`src/shared/window_pkg.sv`:
```
package window_pkg;
   // ==========================================================
   // Widths and sizes
   localparam int ADDR_W      = 20;
   localparam int WORD_W      = 16;
   localparam int STACK_DEPTH = 8;
   localparam int STACK_PTR_W = 4;
   localparam int STATUS_W    = 4;
   localparam int CC_W        = 4;

   localparam logic [WORD_W-1:0] STEP_WORDS       = 16'h0010;
   localparam logic [WORD_W-1:0] WINDOW_WORDS     = 16'h0100;
   localparam logic [ADDR_W-1:0] HEADER_WORDS     = 20'h00005;
   localparam logic [WORD_W-1:0] LONG_BLOCK_WORDS = 16'h0105;

   // ==========================================================
   // Error identifiers
   localparam logic [WORD_W-1:0] ERR_NOT_OPEN = 16'hb401;
   localparam logic [WORD_W-1:0] ERR_NOT_STEP = 16'hb410;
   localparam logic [WORD_W-1:0] ERR_RANGE    = 16'hb411;

   // ==========================================================
   // Register offsets
   localparam logic [7:0] REG_CTRL   = 8'h00;
   localparam logic [7:0] REG_STATUS = 8'h04;
   localparam logic [7:0] REG_MASK   = 8'h08;
   localparam logic [7:0] REG_BASE   = 8'h0c;
   localparam logic [7:0] REG_LENGTH = 8'h10;
   localparam logic [7:0] REG_RESULT = 8'h14;

   // Status bit positions
   localparam int ST_SHIFT_OK  = 0;
   localparam int ST_SHIFT_ERR = 1;
   localparam int ST_ACC_ERR   = 2;
   localparam int ST_STACK_ERR = 3;

   // Reset values
   localparam logic       CTRL_RESET   = 1'b1;
   localparam logic [3:0] MASK_RESET   = 4'h0;
   localparam logic [3:0] STATUS_RESET = 4'h0;
endpackage

```
`src/shared/window_stack_if.sv`:
```
`timescale 1ns/1ps
interface window_stack_if;
   logic                              push;
   logic                              pop;
   logic [window_pkg::ADDR_W-1:0]     push_base;
   logic [window_pkg::WORD_W-1:0]     push_len;
   logic                              push_open;
   logic [window_pkg::ADDR_W-1:0]     pop_base;
   logic [window_pkg::WORD_W-1:0]     pop_len;
   logic                              pop_open;
   logic                              empty;
   logic                              full;
   logic [window_pkg::STACK_PTR_W-1:0] depth;

   modport owner (output push, pop, push_base, push_len, push_open,
                  input pop_base, pop_len, pop_open, empty, full, depth);
   modport store (input push, pop, push_base, push_len, push_open,
                  output pop_base, pop_len, pop_open, empty, full, depth);
endinterface
```
`src/rtl/data_window_shift.sv`:
```
`timescale 1ns/1ps
module data_window_shift (
   // Clock and reset
   input  wire logic                          core_clk,
   input  wire logic                          reset_n,
   // Register port
   input  wire logic [7:0]                    reg_addr,
   input  wire logic [31:0]                   reg_wdata,
   input  wire logic                          reg_we,
   input  wire logic                          reg_re,
   output logic [31:0]                        reg_rdata,
   // Block open
   input  wire logic                          open_req,
   input  wire logic                          open_extended,
   input  wire logic [window_pkg::ADDR_W-1:0] open_start,
   input  wire logic [window_pkg::WORD_W-1:0] open_len,
   // Logic block nesting
   input  wire logic                          call_req,
   input  wire logic                          return_req,
   // Window shift service
   input  wire logic                          shift_req,
   input  wire logic [window_pkg::WORD_W-1:0] shift_accu,
   output logic                               shift_done,
   output logic                               logic_result_bit,
   output logic [window_pkg::WORD_W-1:0]      accumulator_low_word,
   output logic [window_pkg::CC_W-1:0]        cond_codes,
   // Data word access
   input  wire logic                          acc_req,
   input  wire logic [window_pkg::WORD_W-1:0] acc_index,
   output logic                               acc_valid,
   output logic                               acc_error,
   output logic [window_pkg::ADDR_W-1:0]      acc_addr,
   // Window state
   output logic [window_pkg::ADDR_W-1:0]      block_base_register,
   output logic [window_pkg::WORD_W-1:0]      block_length_register,
   output logic                               block_is_open,
   output logic                               block_is_extended,
   output logic                               block_is_long,
   // Interrupt
   output logic                               irq
);
   // ==========================================================
   // Reset release
   // Asserts at once, leaves only on a clock edge
   logic [1:0] rst_sync_q;
   logic       rst_n;

   always_ff @(posedge core_clk or negedge reset_n) begin
      if (!reset_n) begin
         rst_sync_q <= 2'b00;
      end else begin
         rst_sync_q <= {rst_sync_q[0], 1'b1};
      end
   end
   assign rst_n = rst_sync_q[1];

   // ==========================================================
   // Window state
   logic [window_pkg::ADDR_W-1:0] base_q;
   logic [window_pkg::ADDR_W-1:0] base_d;
   logic [window_pkg::WORD_W-1:0] len_q;
   logic [window_pkg::WORD_W-1:0] len_d;
   logic                          open_q;
   logic                          open_d;
   logic                          ext_q;
   logic                          long_q;

   // Eight levels; deeper nesting is refused and flagged
   window_stack_if stk ();

   window_stack u_stack (
      .clk   (core_clk),
      .rst_n (rst_n),
      .stk   (stk)
   );

   logic                          chk_ok;
   logic [window_pkg::WORD_W-1:0] chk_code;

   shift_check u_check (
      .block_open (open_q),
      .length     (len_q),
      .shift_num  (shift_accu),
      .ok         (chk_ok),
      .err_code   (chk_code)
   );

   // Service enable from control register
   logic ctrl_q;

   // One operation per cycle: open, return, call, shift
   logic do_open;
   logic do_return;
   logic do_call;
   logic do_shift;
   logic shift_good;
   logic ret_empty;
   logic restore;

   // Fixed priority keeps one window update per edge
   assign do_open    = open_req;
   assign do_return  = return_req && !do_open;
   assign do_call    = call_req && !do_open && !do_return;
   assign do_shift   = shift_req && ctrl_q && !do_open && !do_return && !do_call;
   assign shift_good = do_shift && chk_ok;
   assign ret_empty  = do_return && stk.empty;
   assign restore    = do_return && !stk.empty;

   // Calls save the window but leave it in place; a full stack saves nothing
   assign stk.push      = do_call;
   assign stk.pop       = do_return;
   assign stk.push_base = base_q;
   assign stk.push_len  = len_q;
   assign stk.push_open = open_q;

   // Base skips the block header; a return reloads the window saved by the last call
   // No carry check: the base wraps past the top of the address range
   assign base_d = do_open    ? open_start + window_pkg::HEADER_WORDS :
                   restore    ? stk.pop_base :
                   shift_good ? base_q + {4'h0, shift_accu} :
                   base_q;
   assign len_d  = do_open    ? open_len :
                   restore    ? stk.pop_len :
                   shift_good ? len_q - shift_accu :
                   len_q;
   assign open_d = do_open ? 1'b1 :
                   restore    ? stk.pop_open :
                   open_q;

   always_ff @(posedge core_clk or negedge rst_n) begin
      if (!rst_n) begin
         base_q <= '0;
         len_q  <= '0;
         open_q <= 1'b0;
      end else begin
         base_q <= base_d;
         len_q  <= len_d;
         open_q <= open_d;
      end
   end

   // Block type and size flag follow the latest open
   always_ff @(posedge core_clk or negedge rst_n) begin
      if (!rst_n) begin
         ext_q  <= 1'b0;
         long_q <= 1'b0;
      end else if (do_open) begin
         ext_q  <= open_extended;
         long_q <= open_len > (window_pkg::LONG_BLOCK_WORDS - 16'(window_pkg::HEADER_WORDS));
      end
   end

   // ==========================================================
   // Shift result
   logic                          done_q;
   logic                          rlo_q;
   logic [window_pkg::WORD_W-1:0] accu_q;
   logic [window_pkg::CC_W-1:0]   cc_q;
   logic                          rlo_d;
   logic [window_pkg::WORD_W-1:0] accu_d;

   // A good shift leaves zero behind, a failure its code
   assign rlo_d  = !chk_ok;
   assign accu_d = chk_ok ? 16'h0000 : chk_code;

   always_ff @(posedge core_clk or negedge rst_n) begin
      if (!rst_n) begin
         done_q <= 1'b0;
         rlo_q  <= 1'b0;
         accu_q <= '0;
         cc_q   <= '0;
      end else begin
         done_q <= do_shift;
         if (do_shift) begin
            rlo_q  <= rlo_d;
            accu_q <= accu_d;
            cc_q   <= '0;
         end
      end
   end

   // ==========================================================
   // Data word access
   logic                          acc_valid_q;
   logic                          acc_err_q;
   logic [window_pkg::ADDR_W-1:0] acc_addr_q;
   logic                          acc_bad;
   logic                          acc_err_d;
   logic [window_pkg::ADDR_W-1:0] acc_addr_d;

   // Checked against the current, possibly reduced, length
   assign acc_bad    = !open_q || (acc_index >= len_q);
   assign acc_err_d  = acc_req && acc_bad;
   // Same word moves to a lower index after a shift
   assign acc_addr_d = base_q + {4'h0, acc_index};

   always_ff @(posedge core_clk or negedge rst_n) begin
      if (!rst_n) begin
         acc_valid_q <= 1'b0;
         acc_err_q   <= 1'b0;
         acc_addr_q  <= '0;
      end else begin
         acc_valid_q <= acc_req;
         acc_err_q   <= acc_err_d;
         if (acc_req) begin
            acc_addr_q <= acc_addr_d;
         end
      end
   end

   // ==========================================================
   // Registers and interrupt
   logic [window_pkg::STATUS_W-1:0] status_q;
   logic [window_pkg::STATUS_W-1:0] mask_q;
   logic [window_pkg::STATUS_W-1:0] events;
   logic [window_pkg::STATUS_W-1:0] w1c;
   logic [31:0]                     rdata_q;
   logic [31:0]                     rd_mux;
   logic                            irq_q;
   logic                            wr_ctrl;
   logic                            wr_status;
   logic                            wr_mask;
   logic                            sel_ctrl;
   logic                            sel_status;
   logic                            sel_mask;
   logic                            sel_base;
   logic                            sel_length;
   logic                            sel_result;
   logic [31:0]                     result_word;
   logic [window_pkg::STATUS_W-1:0] status_d;
   logic                            irq_d;

   assign events[window_pkg::ST_SHIFT_OK]  = shift_good;
   assign events[window_pkg::ST_SHIFT_ERR] = do_shift && !chk_ok;
   assign events[window_pkg::ST_ACC_ERR]   = acc_err_d;
   assign events[window_pkg::ST_STACK_ERR] = (do_call && stk.full) || ret_empty;

   // Address decode
   assign sel_ctrl   = (reg_addr == window_pkg::REG_CTRL);
   assign sel_status = (reg_addr == window_pkg::REG_STATUS);
   assign sel_mask   = (reg_addr == window_pkg::REG_MASK);
   assign sel_base   = (reg_addr == window_pkg::REG_BASE);
   assign sel_length = (reg_addr == window_pkg::REG_LENGTH);
   assign sel_result = (reg_addr == window_pkg::REG_RESULT);

   assign wr_ctrl   = reg_we && sel_ctrl;
   assign wr_status = reg_we && sel_status;
   assign wr_mask   = reg_we && sel_mask;
   assign w1c       = wr_status ? reg_wdata[window_pkg::STATUS_W-1:0] : '0;

   // Sticky bits; a new event wins over a same-cycle clear
   for (genvar b = 0; b < window_pkg::STATUS_W; b++) begin : g_status
      assign status_d[b] = events[b] || (status_q[b] && !w1c[b]);
   end
   assign irq_d = |(status_d & mask_q);

   // Unmapped addresses and unused bits read as zero
   assign result_word = {9'h0, stk.depth, ext_q, open_q, rlo_q, accu_q};
   assign rd_mux =
      sel_ctrl   ? {31'h0, ctrl_q} :
      sel_status ? {28'h0, status_q} :
      sel_mask   ? {28'h0, mask_q} :
      sel_base   ? {12'h0, base_q} :
      sel_length ? {16'h0, len_q} :
      sel_result ? result_word :
      32'h0000_0000;

   always_ff @(posedge core_clk or negedge rst_n) begin
      if (!rst_n) begin
         ctrl_q   <= window_pkg::CTRL_RESET;
         mask_q   <= window_pkg::MASK_RESET;
         status_q <= window_pkg::STATUS_RESET;
         rdata_q  <= '0;
         irq_q    <= 1'b0;
      end else begin
         if (wr_ctrl) begin
            ctrl_q <= reg_wdata[0];
         end
         if (wr_mask) begin
            mask_q <= reg_wdata[window_pkg::STATUS_W-1:0];
         end
         status_q <= status_d;
         rdata_q  <= reg_re ? rd_mux : 32'h0000_0000;
         irq_q    <= irq_d;
      end
   end

   // ==========================================================
   // Outputs
   // Each one a flop, no logic behind the registers
   assign reg_rdata             = rdata_q;
   assign shift_done            = done_q;
   assign logic_result_bit      = rlo_q;
   assign accumulator_low_word  = accu_q;
   assign cond_codes            = cc_q;
   assign acc_valid             = acc_valid_q;
   assign acc_error             = acc_err_q;
   assign acc_addr              = acc_addr_q;
   assign block_base_register   = base_q;
   assign block_length_register = len_q;
   assign block_is_open         = open_q;
   assign block_is_extended     = ext_q;
   assign block_is_long         = long_q;
   assign irq                   = irq_q;
endmodule

```
`src/rtl/shift_check.sv`:
```
`timescale 1ns/1ps
module shift_check (
   // Current window
   input  wire logic                            block_open,
   input  wire logic [window_pkg::WORD_W-1:0]   length,
   // Request
   input  wire logic [window_pkg::WORD_W-1:0]   shift_num,
   // Verdict
   output logic                                 ok,
   output logic [window_pkg::WORD_W-1:0]        err_code
);
   logic not_step;
   logic out_range;

   assign not_step  = (shift_num & (window_pkg::STEP_WORDS - 16'h1)) != 16'h0;
   assign out_range = shift_num[window_pkg::WORD_W-1] || (shift_num >= length);

   // Priority: no block, then step, then range
   assign ok       = block_open && !not_step && !out_range;
   assign err_code = !block_open ? window_pkg::ERR_NOT_OPEN :
                     not_step    ? window_pkg::ERR_NOT_STEP :
                     out_range   ? window_pkg::ERR_RANGE    :
                     16'h0000;
endmodule

```
`src/rtl/window_stack.sv`:
```
`timescale 1ns/1ps
module window_stack (
   // Clock and reset
   input  wire logic        clk,
   input  wire logic        rst_n,
   // Owner side
   window_stack_if.store    stk
);
   logic [window_pkg::ADDR_W-1:0]      base_mem [window_pkg::STACK_DEPTH];
   logic [window_pkg::WORD_W-1:0]      len_mem  [window_pkg::STACK_DEPTH];
   logic [window_pkg::STACK_DEPTH-1:0] open_mem;
   logic [window_pkg::STACK_PTR_W-1:0] ptr_q;
   logic [window_pkg::STACK_PTR_W-1:0] top_idx;
   logic                               do_push;
   logic                               do_pop;

   assign stk.empty = (ptr_q == '0);
   assign stk.full  = (ptr_q == window_pkg::STACK_PTR_W'(window_pkg::STACK_DEPTH));
   assign stk.depth = ptr_q;
   assign do_push   = stk.push && !stk.full;
   assign do_pop    = stk.pop && !stk.empty;
   assign top_idx   = ptr_q - 4'h1;
   assign stk.pop_base = base_mem[top_idx[2:0]];
   assign stk.pop_len  = len_mem[top_idx[2:0]];
   assign stk.pop_open = open_mem[top_idx[2:0]];

   always_ff @(posedge clk or negedge rst_n) begin
      if (!rst_n) begin
         ptr_q <= '0;
      end else if (do_push) begin
         ptr_q <= ptr_q + 4'h1;
      end else if (do_pop) begin
         ptr_q <= top_idx;
      end
   end

   // Storage needs no reset; entries are only read below the pointer
   always_ff @(posedge clk) begin
      if (do_push) begin
         base_mem[ptr_q[2:0]] <= stk.push_base;
         len_mem[ptr_q[2:0]]  <= stk.push_len;
         open_mem[ptr_q[2:0]] <= stk.push_open;
      end
   end
endmodule

```
`config.mk`:
```
export PLATFORM = sky130hd
export DESIGN_NAME = data_window_shift
export DESIGN_NICKNAME = d
export VERILOG_FILES = /design/src/shared/window_pkg.sv /design/src/shared/window_stack_if.sv /design/src/rtl/data_window_shift.sv /design/src/rtl/shift_check.sv /design/src/rtl/window_stack.sv
export SDC_FILE = /design/constraint.sdc
export NUM_CORES = 1
export LEC_CHECK = 0
export BUFFER_PORTS_ARGS = -buffer_cell sky130_fd_sc_hd__buf_4
export CORE_MARGIN = 2
export CORE_UTILIZATION = 58
export CTS_CLUSTER_SIZE = 20
export DETAILED_ROUTE_END_ITERATION = 10
export PLACE_DENSITY = 0.91
export RECOVER_POWER = 50
export SLEW_MARGIN = 20
export SYNTH_ARGS = -nofsm -noshare
export SYNTH_HDL_FRONTEND = slang
export SYNTH_SLANG_ARGS = --single-unit
```
`constraint.sdc`:
```
create_clock -name core_clk -period 4.8 [get_ports core_clk]
set_clock_uncertainty 0.2 [all_clocks]
set_input_delay 0.24 -clock core_clk [delete_from_list [all_inputs] [get_ports core_clk]]
set_output_delay 0.24 -clock core_clk [all_outputs]
set_load 0.1 [all_outputs]
```
# Yosys cells after proc, flatten, opt, wreduce, memory -nomap -nowiden
# Memory sizes are Yosys's and may differ from the RTL's.
# Index checks and enable logic that the tools add are counted.
[classes] add_sub_neg=6 mul=0 div_mod_pow=0 order_cmp=6 eq_ne=6 n_shift=0 n_mux=29 bitwise_logic=1 n_reduce_logical=51
[ops] operator="23-bit two-way mux" count=7
[ops] operator="16-bit two-way mux" count=7
[ops] operator="20-bit two-way mux" count=3
[ops] operator="20-bit by 16-bit adder with 20-bit output" count=2
[ops] operator="16-bit >= comparator" count=2
[ops] operator="1-bit logical AND" count=24
[ops] operator="20-bit by 3-bit adder with 20-bit output, second input constant" count=1
[ops] operator="8-bit by 4-bit == test with 1-bit output, second input constant" count=2
[ops] operator="8-bit by 5-bit == test with 1-bit output, second input constant" count=2
[ops] operator="16-bit by 9-bit > comparator with 1-bit output, second input constant" count=1
[ops] operator="16-bit nonzero test" count=1
[ops] operator="16-bit subtractor" count=1
[ops] operator="1-bit logical NOT" count=13
[ops] operator="4-bit two-way mux" count=3
[ops] operator="8-bit bitwise mux" count=1
[ops] operator="8-bit by 3-bit == test with 1-bit output, second input constant" count=1
[ops] operator="8-bit logical NOT" count=1
[ops] operator="3-bit by 4-bit less-than comparator with 1-bit output, second input constant" count=2
[ops] operator="1-bit logical OR" count=7
[ops] operator="1-bit two-way mux" count=6
[ops] operator="4-bit by 1-bit adder with 4-bit output, second input constant" count=1
[ops] operator="4-bit AND" count=1
[ops] operator="4-bit == test, second input constant" count=1
[ops] operator="4-bit logical NOT" count=1
[ops] operator="other kinds (7)" count=8
[totals] ff_bits=126 latchBits=0 mem_bits_rw=288 romBits=0 input_bits=118 elab_cells=120 mem_count=2
[mem_list] memory="u_stack.base_mem" words=8 width=20 read_ports=1 rd_clocked_by_memory_dff=0 wr=1 line_no="window_stack.sv:9" rtl="logic [window_pkg::ADDR_W-1:0] base_mem [window_pkg::STACK_DEPTH];"
[mem_list] memory="u_stack.len_mem" words=8 width=16 read_ports=1 rd_clocked_by_memory_dff=0 wr=1 line_no="window_stack.sv:10" rtl="logic [window_pkg::WORD_W-1:0] len_mem [window_pkg::STACK_DEPTH];"

# Longest topological paths before layout
[depth] depth_word=10 depth_mapped=13 mapped_depth_nobuf=11

# Cells and area by module
# From an unflattened synthesis, not the netlist that was laid out.
[unflattened] hier_cells=1529 hier_area_um2=20429.6
[modules_own_cells] mod="window_stack" instances=1 cells_each=481 area_per_inst_um2=11586.1 seq_area_each_um2=8988.6
[modules_own_cells] mod="data_window_shift" instances=1 cells_each=970 area_per_inst_um2=8261.7 seq_area_each_um2=2854.0
[modules_own_cells] mod="shift_check" instances=1 cells_each=78 area_per_inst_um2=581.8 seq_area_each_um2=0.0

# Least setup slack after synthesis
# OpenSTA, ideal clock, no wires.
[synth_timing] path_type="reg2reg" start="reg u_stack.ptr_q (netlist bit u_stack.stk.depth[0])" end="mem u_stack.base_mem[0][0] (netlist bit) (enable)" t_arrival_ns=5.703 slack_ns=-1.627 stages_incl_launch_ff=10 path_buffers=3 synth_period_minus_slack_ns=6.427 cell_sequence="dfrtp_1 buf_2 buf_1 clkbuf_1 inv_1 ha_1 nor2b_1 nand2_1 nand3_1 nor4_1"
[synth_between] elab_chain_cells=5
[synth_rtl] element="start: declaration" line_no="window_stack.sv:12" rtl="logic [window_pkg::STACK_PTR_W-1:0] ptr_q;"
[synth_rtl] element="start signal: assignment" line_no="window_stack.sv:31" rtl="ptr_q <= ptr_q + 4'h1;"
[synth_rtl] element="start signal: assignment" line_no="window_stack.sv:33" rtl="ptr_q <= top_idx;"
[synth_rtl] element="4-bit == test" line_no="window_stack.sv:18" rtl="assign stk.full = (ptr_q == window_pkg::STACK_PTR_W'(window_pkg::STACK_DEPTH));"
[synth_rtl] element="1-bit logical NOT" line_no="window_stack.sv:20" rtl="assign do_push = stk.push && !stk.full;"
[synth_rtl] element="1-bit logical AND" line_no="window_stack.sv:20"
[synth_rtl] element="1-bit two-way mux" line_no="window_stack.sv:39" rtl="if (do_push) begin"
[synth_rtl] element="1-bit two-way mux (not written as such)" line_no="window_stack.sv:40" rtl="base_mem[ptr_q[2:0]] <= stk.push_base;"
[synth_rtl] element="end: declaration" line_no="window_stack.sv:9"
# Several ways; a longest one is shown, not always the timed one.

# Worst setup path after layout
[layout_timing] start="reg len_q (netlist bit block_length_register[9])" end="reg base_q (netlist bit block_base_register[0])"
[layout_between] elab_chain_cells=6
[layout_rtl] element="start: declaration" line_no="data_window_shift.sv:61" rtl="logic [window_pkg::WORD_W-1:0] len_q;"
[layout_rtl] element="start signal: assignment" line_no="data_window_shift.sv:137" rtl="len_q <= len_d;"
[layout_rtl] element="16-bit >= comparator" line_no="shift_check.sv:16" rtl="assign out_range = shift_num[window_pkg::WORD_W-1] || (shift_num >= length);"
[layout_rtl] element="1-bit logical OR" line_no="shift_check.sv:16"
[layout_rtl] element="1-bit logical NOT" line_no="shift_check.sv:19" rtl="assign ok = block_open && !not_step && !out_range;"
[layout_rtl] element="1-bit logical AND" line_no="shift_check.sv:19"
[layout_rtl] element="1-bit logical AND" line_no="data_window_shift.sv:105" rtl="assign shift_good = do_shift && chk_ok;"
[layout_rtl] element="3-bit nonzero test (no source line)"
[layout_rtl] element="end signal: assignment" line_no="data_window_shift.sv:136" rtl="base_q <= base_d;"
[layout_rtl] element="end: declaration" line_no="data_window_shift.sv:59" rtl="logic [window_pkg::ADDR_W-1:0] base_q;"
# Every way passes these cells.
# A chain may end at the register's enable or synchronous reset.

==> results.tsv <==
stage	metric	value	unit
critical_path	cp.required	5.03	ns
clock_tree	clk_latency	0.54	ns
clock_tree	cts.sink_count	401	
clock_tree	clk_path_buf_depth	3	
detailed_routing	vias	14300	
finish	design_area	22200	sq um
die	design.die.area	34100	sq um
power	powerDensity	641	nW/um^2
critical_path	crit_family	simple AND/OR/NAND/NOR gates	
detailed_routing	avgRoutedWirePerCell	29.2	um
die	chipWidth	185	um
synthesis	synth_ff_type	edfxtp_1	
synthesis	synth_most_common_cell	edfxtp_1	
placed_design	dpl-instance-area	20900	sq um
finish	regArea	11500	sq um
critical_path	crit_buf_inv	1	
critical_path	crit_path_end_kind	flip-flop	
sta	timing.final.crit_share	92.1	%
sta	maxSlewViolCount	111	
synthesis	synthXorXnorAreaFrac	2.55	%
clock_tree	numCtsBuffers	39	
clock_tree	cts.reportedPaths.clkPinSlew	0.07	ns
critical_path	crit_type	reg -> reg	
die	rows	66	
sta	fin_ws	0.379	ns
clock_tree	cts_tree	yes	
synthesis	synthArstFlopShare	26.2	%
synthesis	synthDominantCellAreaShare	47.0	%
finish	num-fill-cells	2016	
sta	relSlewSlack	-88.3	%
detailed_routing	postRouteWirelength	60300	um
detailed_routing	antenna_left	0	
critical_path	worst_setup_path_start_kind	flip-flop	
placed_design	dp.cells	1956	
sta	setup_viol	0	
sta	timing.hold.ws	0.00837	ns
finish	drive_gt1_share	19.8	%
detailed_routing	first_pass_iters	11	
die	start_util	58.6	%
placed_design	place_hpwl	37800	um
global_route	grt_first_pass_wirelength	89400	um
global_route	antenna_found_initial	0	
synthesis	seq_area_frac_synth	60.9	%
synthesis	synth-simple-area-share	6.85	%
finish	antenna_cells	0	
status	status	complete, but fails checks	
critical_path	slowest_stage	nor2_2	
placed_design	place.gp.congestion	1.03	
detailed_routing	route.detailed.drc	0	
synthesis	yosysTopAreaCell	edfxtp_1	
detailed_routing	avgViaCountPerCell	6.96	
synthesis	synth_area_leaders	edfxtp_1 (47%), dfrtp_1 (14%), mux4_2 (8.8%)	
global_route	grt_pass1_vias	14500	
synthesis	synth_fa_ha_area_share	4.75	%
synthesis	synth_area	18900	sq um
critical_path	cp_max_fo	23	
finish	multi_input_area	6940	sq um
clock_tree	clockRootBuffer	clkbuf_16	
finish	syn_to_final_growth	17.6	%
synthesis	synth_top_family_by_area	compound AO/OA/AOI/OAI gates	
sta	post-route-min-period	4.42	ns
synthesis	synthCells	1353	
sta	clock.fmax	0.226	GHz
synthesis	synthMuxAreaShare	10.5	%
synthesis	synth-edff-count	296	
power	vdd_ir_drop_max	0.000790	V
critical_path	path_cells	clkbuf_1 > ha_1 > a21o_1 > a221oi_1 > o221ai_1 > nor2_1 > nor2b_1 > nor2_2 > a221oi_1 > a21o_1	
synthesis	netlist_top_cells_count	edfxtp_1 (296), dfrtp_1 (104), nor2_1 (79)	
synthesis	ys_ff_latch	401	
flow_run	cap_violations	2	
finish	final-instance-count-excl-fill	2061	
clock_tree	ctsHtreeMaxLevel	2	
synthesis	syn_avg_cell_area	14.0	sq um
global_route	track_usage	36.0	%
sta	final_hold_viol_count	0	
die	die_y	185	um
critical_path	cpPeakStageDelay	0.85	ns
synthesis	ys_types	74	
global_route	grt_max_degree	68	
critical_path	arrival	4.65	ns
synthesis	synth_compound_area_share	11.1	%
power	p_leak	0.00837	uW
global_route	grt_overflow	0	
status	violations	capacitance limit, slew limit	
placed_design	io_buffers	182	
detailed_routing	drt_iter0_drc	2324	
hold_path	hp-class	in -> reg	
synthesis	ys.warnings.count	0	
placed_design	post-place-ws	0.992	ns
finish	finalNetCount	1778	
sta	rsz0062_at_grt	false	
sta	worst_pin_slew	2.82	ns
die	ios	234	
die	coreArea	32300	sq um
==> final timing paths <==
check	from	endpoint	slack [ns]	cells past startpoint
min in group asynchronous	reset_n	rst_sync_q[1]$_DFF_PN0_	0.40	3
worst max-delay path	block_length_register[9]$_DFFE_PN0P_	block_base_register[0]$_DFFE_PN0P_	0.38	10
worst min-delay path	open_start[4]	block_base_register[5]$_DFFE_PN0P_	0.008	5
worst min register to register	rst_sync_q[0]$_DFF_PN0_	rst_sync_q[1]$_DFF_PN0_	0.16	0
max in group asynchronous	rst_sync_q[1]$_DFF_PN0_	u_stack.stk.depth[0]$_DFFE_PN0P_	1.43	0
worst max register to register	block_length_register[9]$_DFFE_PN0P_	block_base_register[0]$_DFFE_PN0P_	0.38	10
==> cell type report <==
cell class / instances / area share [%]
clock buffers: 47 / 4.61
inverters: 61 / 1.03
flip-flops and latches: 401 / 51.8
well taps: 442 / 2.49
multi-input cells: 833 / 31.2
repair buffers: 254 / 7.78
clock inverters: 23 / 1.12
==> per-layer routing <==
metal / GRT usage [%] / up-vias / part of all wire, %
met2: 54.2 / 1500 / 44
met4: 21.2 / 0 / 7.2
li1: - / 5657 / -
met5: 0 / - / 0
met3: 13.1 / 376 / 16
met1: 45.0 / 6810 / 33
==> state kept, by name (all words and copies together), names as in the netlist, 2 cells and up <==
name and count:
acc_addr 20, accumulator_low_word 3, block_base_register 20, block_length_register 16
mask_q 4, reg_rdata 23, rst_sync_q 2, status_q 4
u_stack.base_mem 160, u_stack.len_mem 128, u_stack.open_mem 8, u_stack.stk.depth 4
==> layout by cell type (no fill, tap or decap), drive strengths merged, types with 10 or more instances in the layout <==
cell	count
edfxtp	296
conb	24
nor3	19
nand2b	12
a22oi	30
dfrtp	104
inv	63
buf	138
nand3	22
clkinv	15
nand2	78
xor2	17
a21o	23
dlygate4sd3	35
a32oi	10
a221oi	10
mux4	74
mux2	20
a211oi	13
clkbuf	128
xnor2	38
o21ai	56
a21oi	74
nor2	80
ha	67
a31oi	10
==> cells by family after synthesis <==
family / count (synthesis)
AND/OR/NAND/NOR: 273
AO/OA/AOI/OAI: 308
multiplexers: 103
flip-flops: 401
other: 2
buffers and inverters: 141
XOR/XNOR: 55
adder cells (fa/ha/maj): 70
==> tightest hold or removal path, delay by kind of cell <==
| kind | cells | cell delay (ns) |
|---|---|---|
| XOR/XNOR | 1 | 0.07 |
| AO/OA/AOI/OAI | 1 | 0.09 |
| buffers and inverters | 1 | 0.13 |
| AND/OR/NAND/NOR | 2 | 0.16 |
==> power by group <==
group / internal (uW) / switching (uW) / leakage [uW]
Clock: 1800 / 1320 / 0.000627
Sequential: 4350 / 635 / 0.00397
Combinational: 1970 / 4190 / 0.00377
==> stage by stage <==
step | setup TNS, ns | utilization [%] | total power [uW]
final | 0 | 68.9 | 14300
after global routing | 0 | 68.9 | 14600
after CTS | 0 | 69.8 | 14200
after detailed placement | 0 | 64.8 | 11000
after global placement | 0 | 64.8 | 10700
after floorplan | -79.20 | - | 9260
==> repair_timing <==
| action | 4_1_cts | 5_1_grt |
|---|---|---|
| hold buffers | 35 | 0 |
| setup endpoints to repair | 0 | 0 |
| endpoints found under the hold margin | 45 | 0 |
| setup buffers | 0 | 0 |
| gates resized for setup | 0 | 0 |
(Power assumes the default switching activity.)
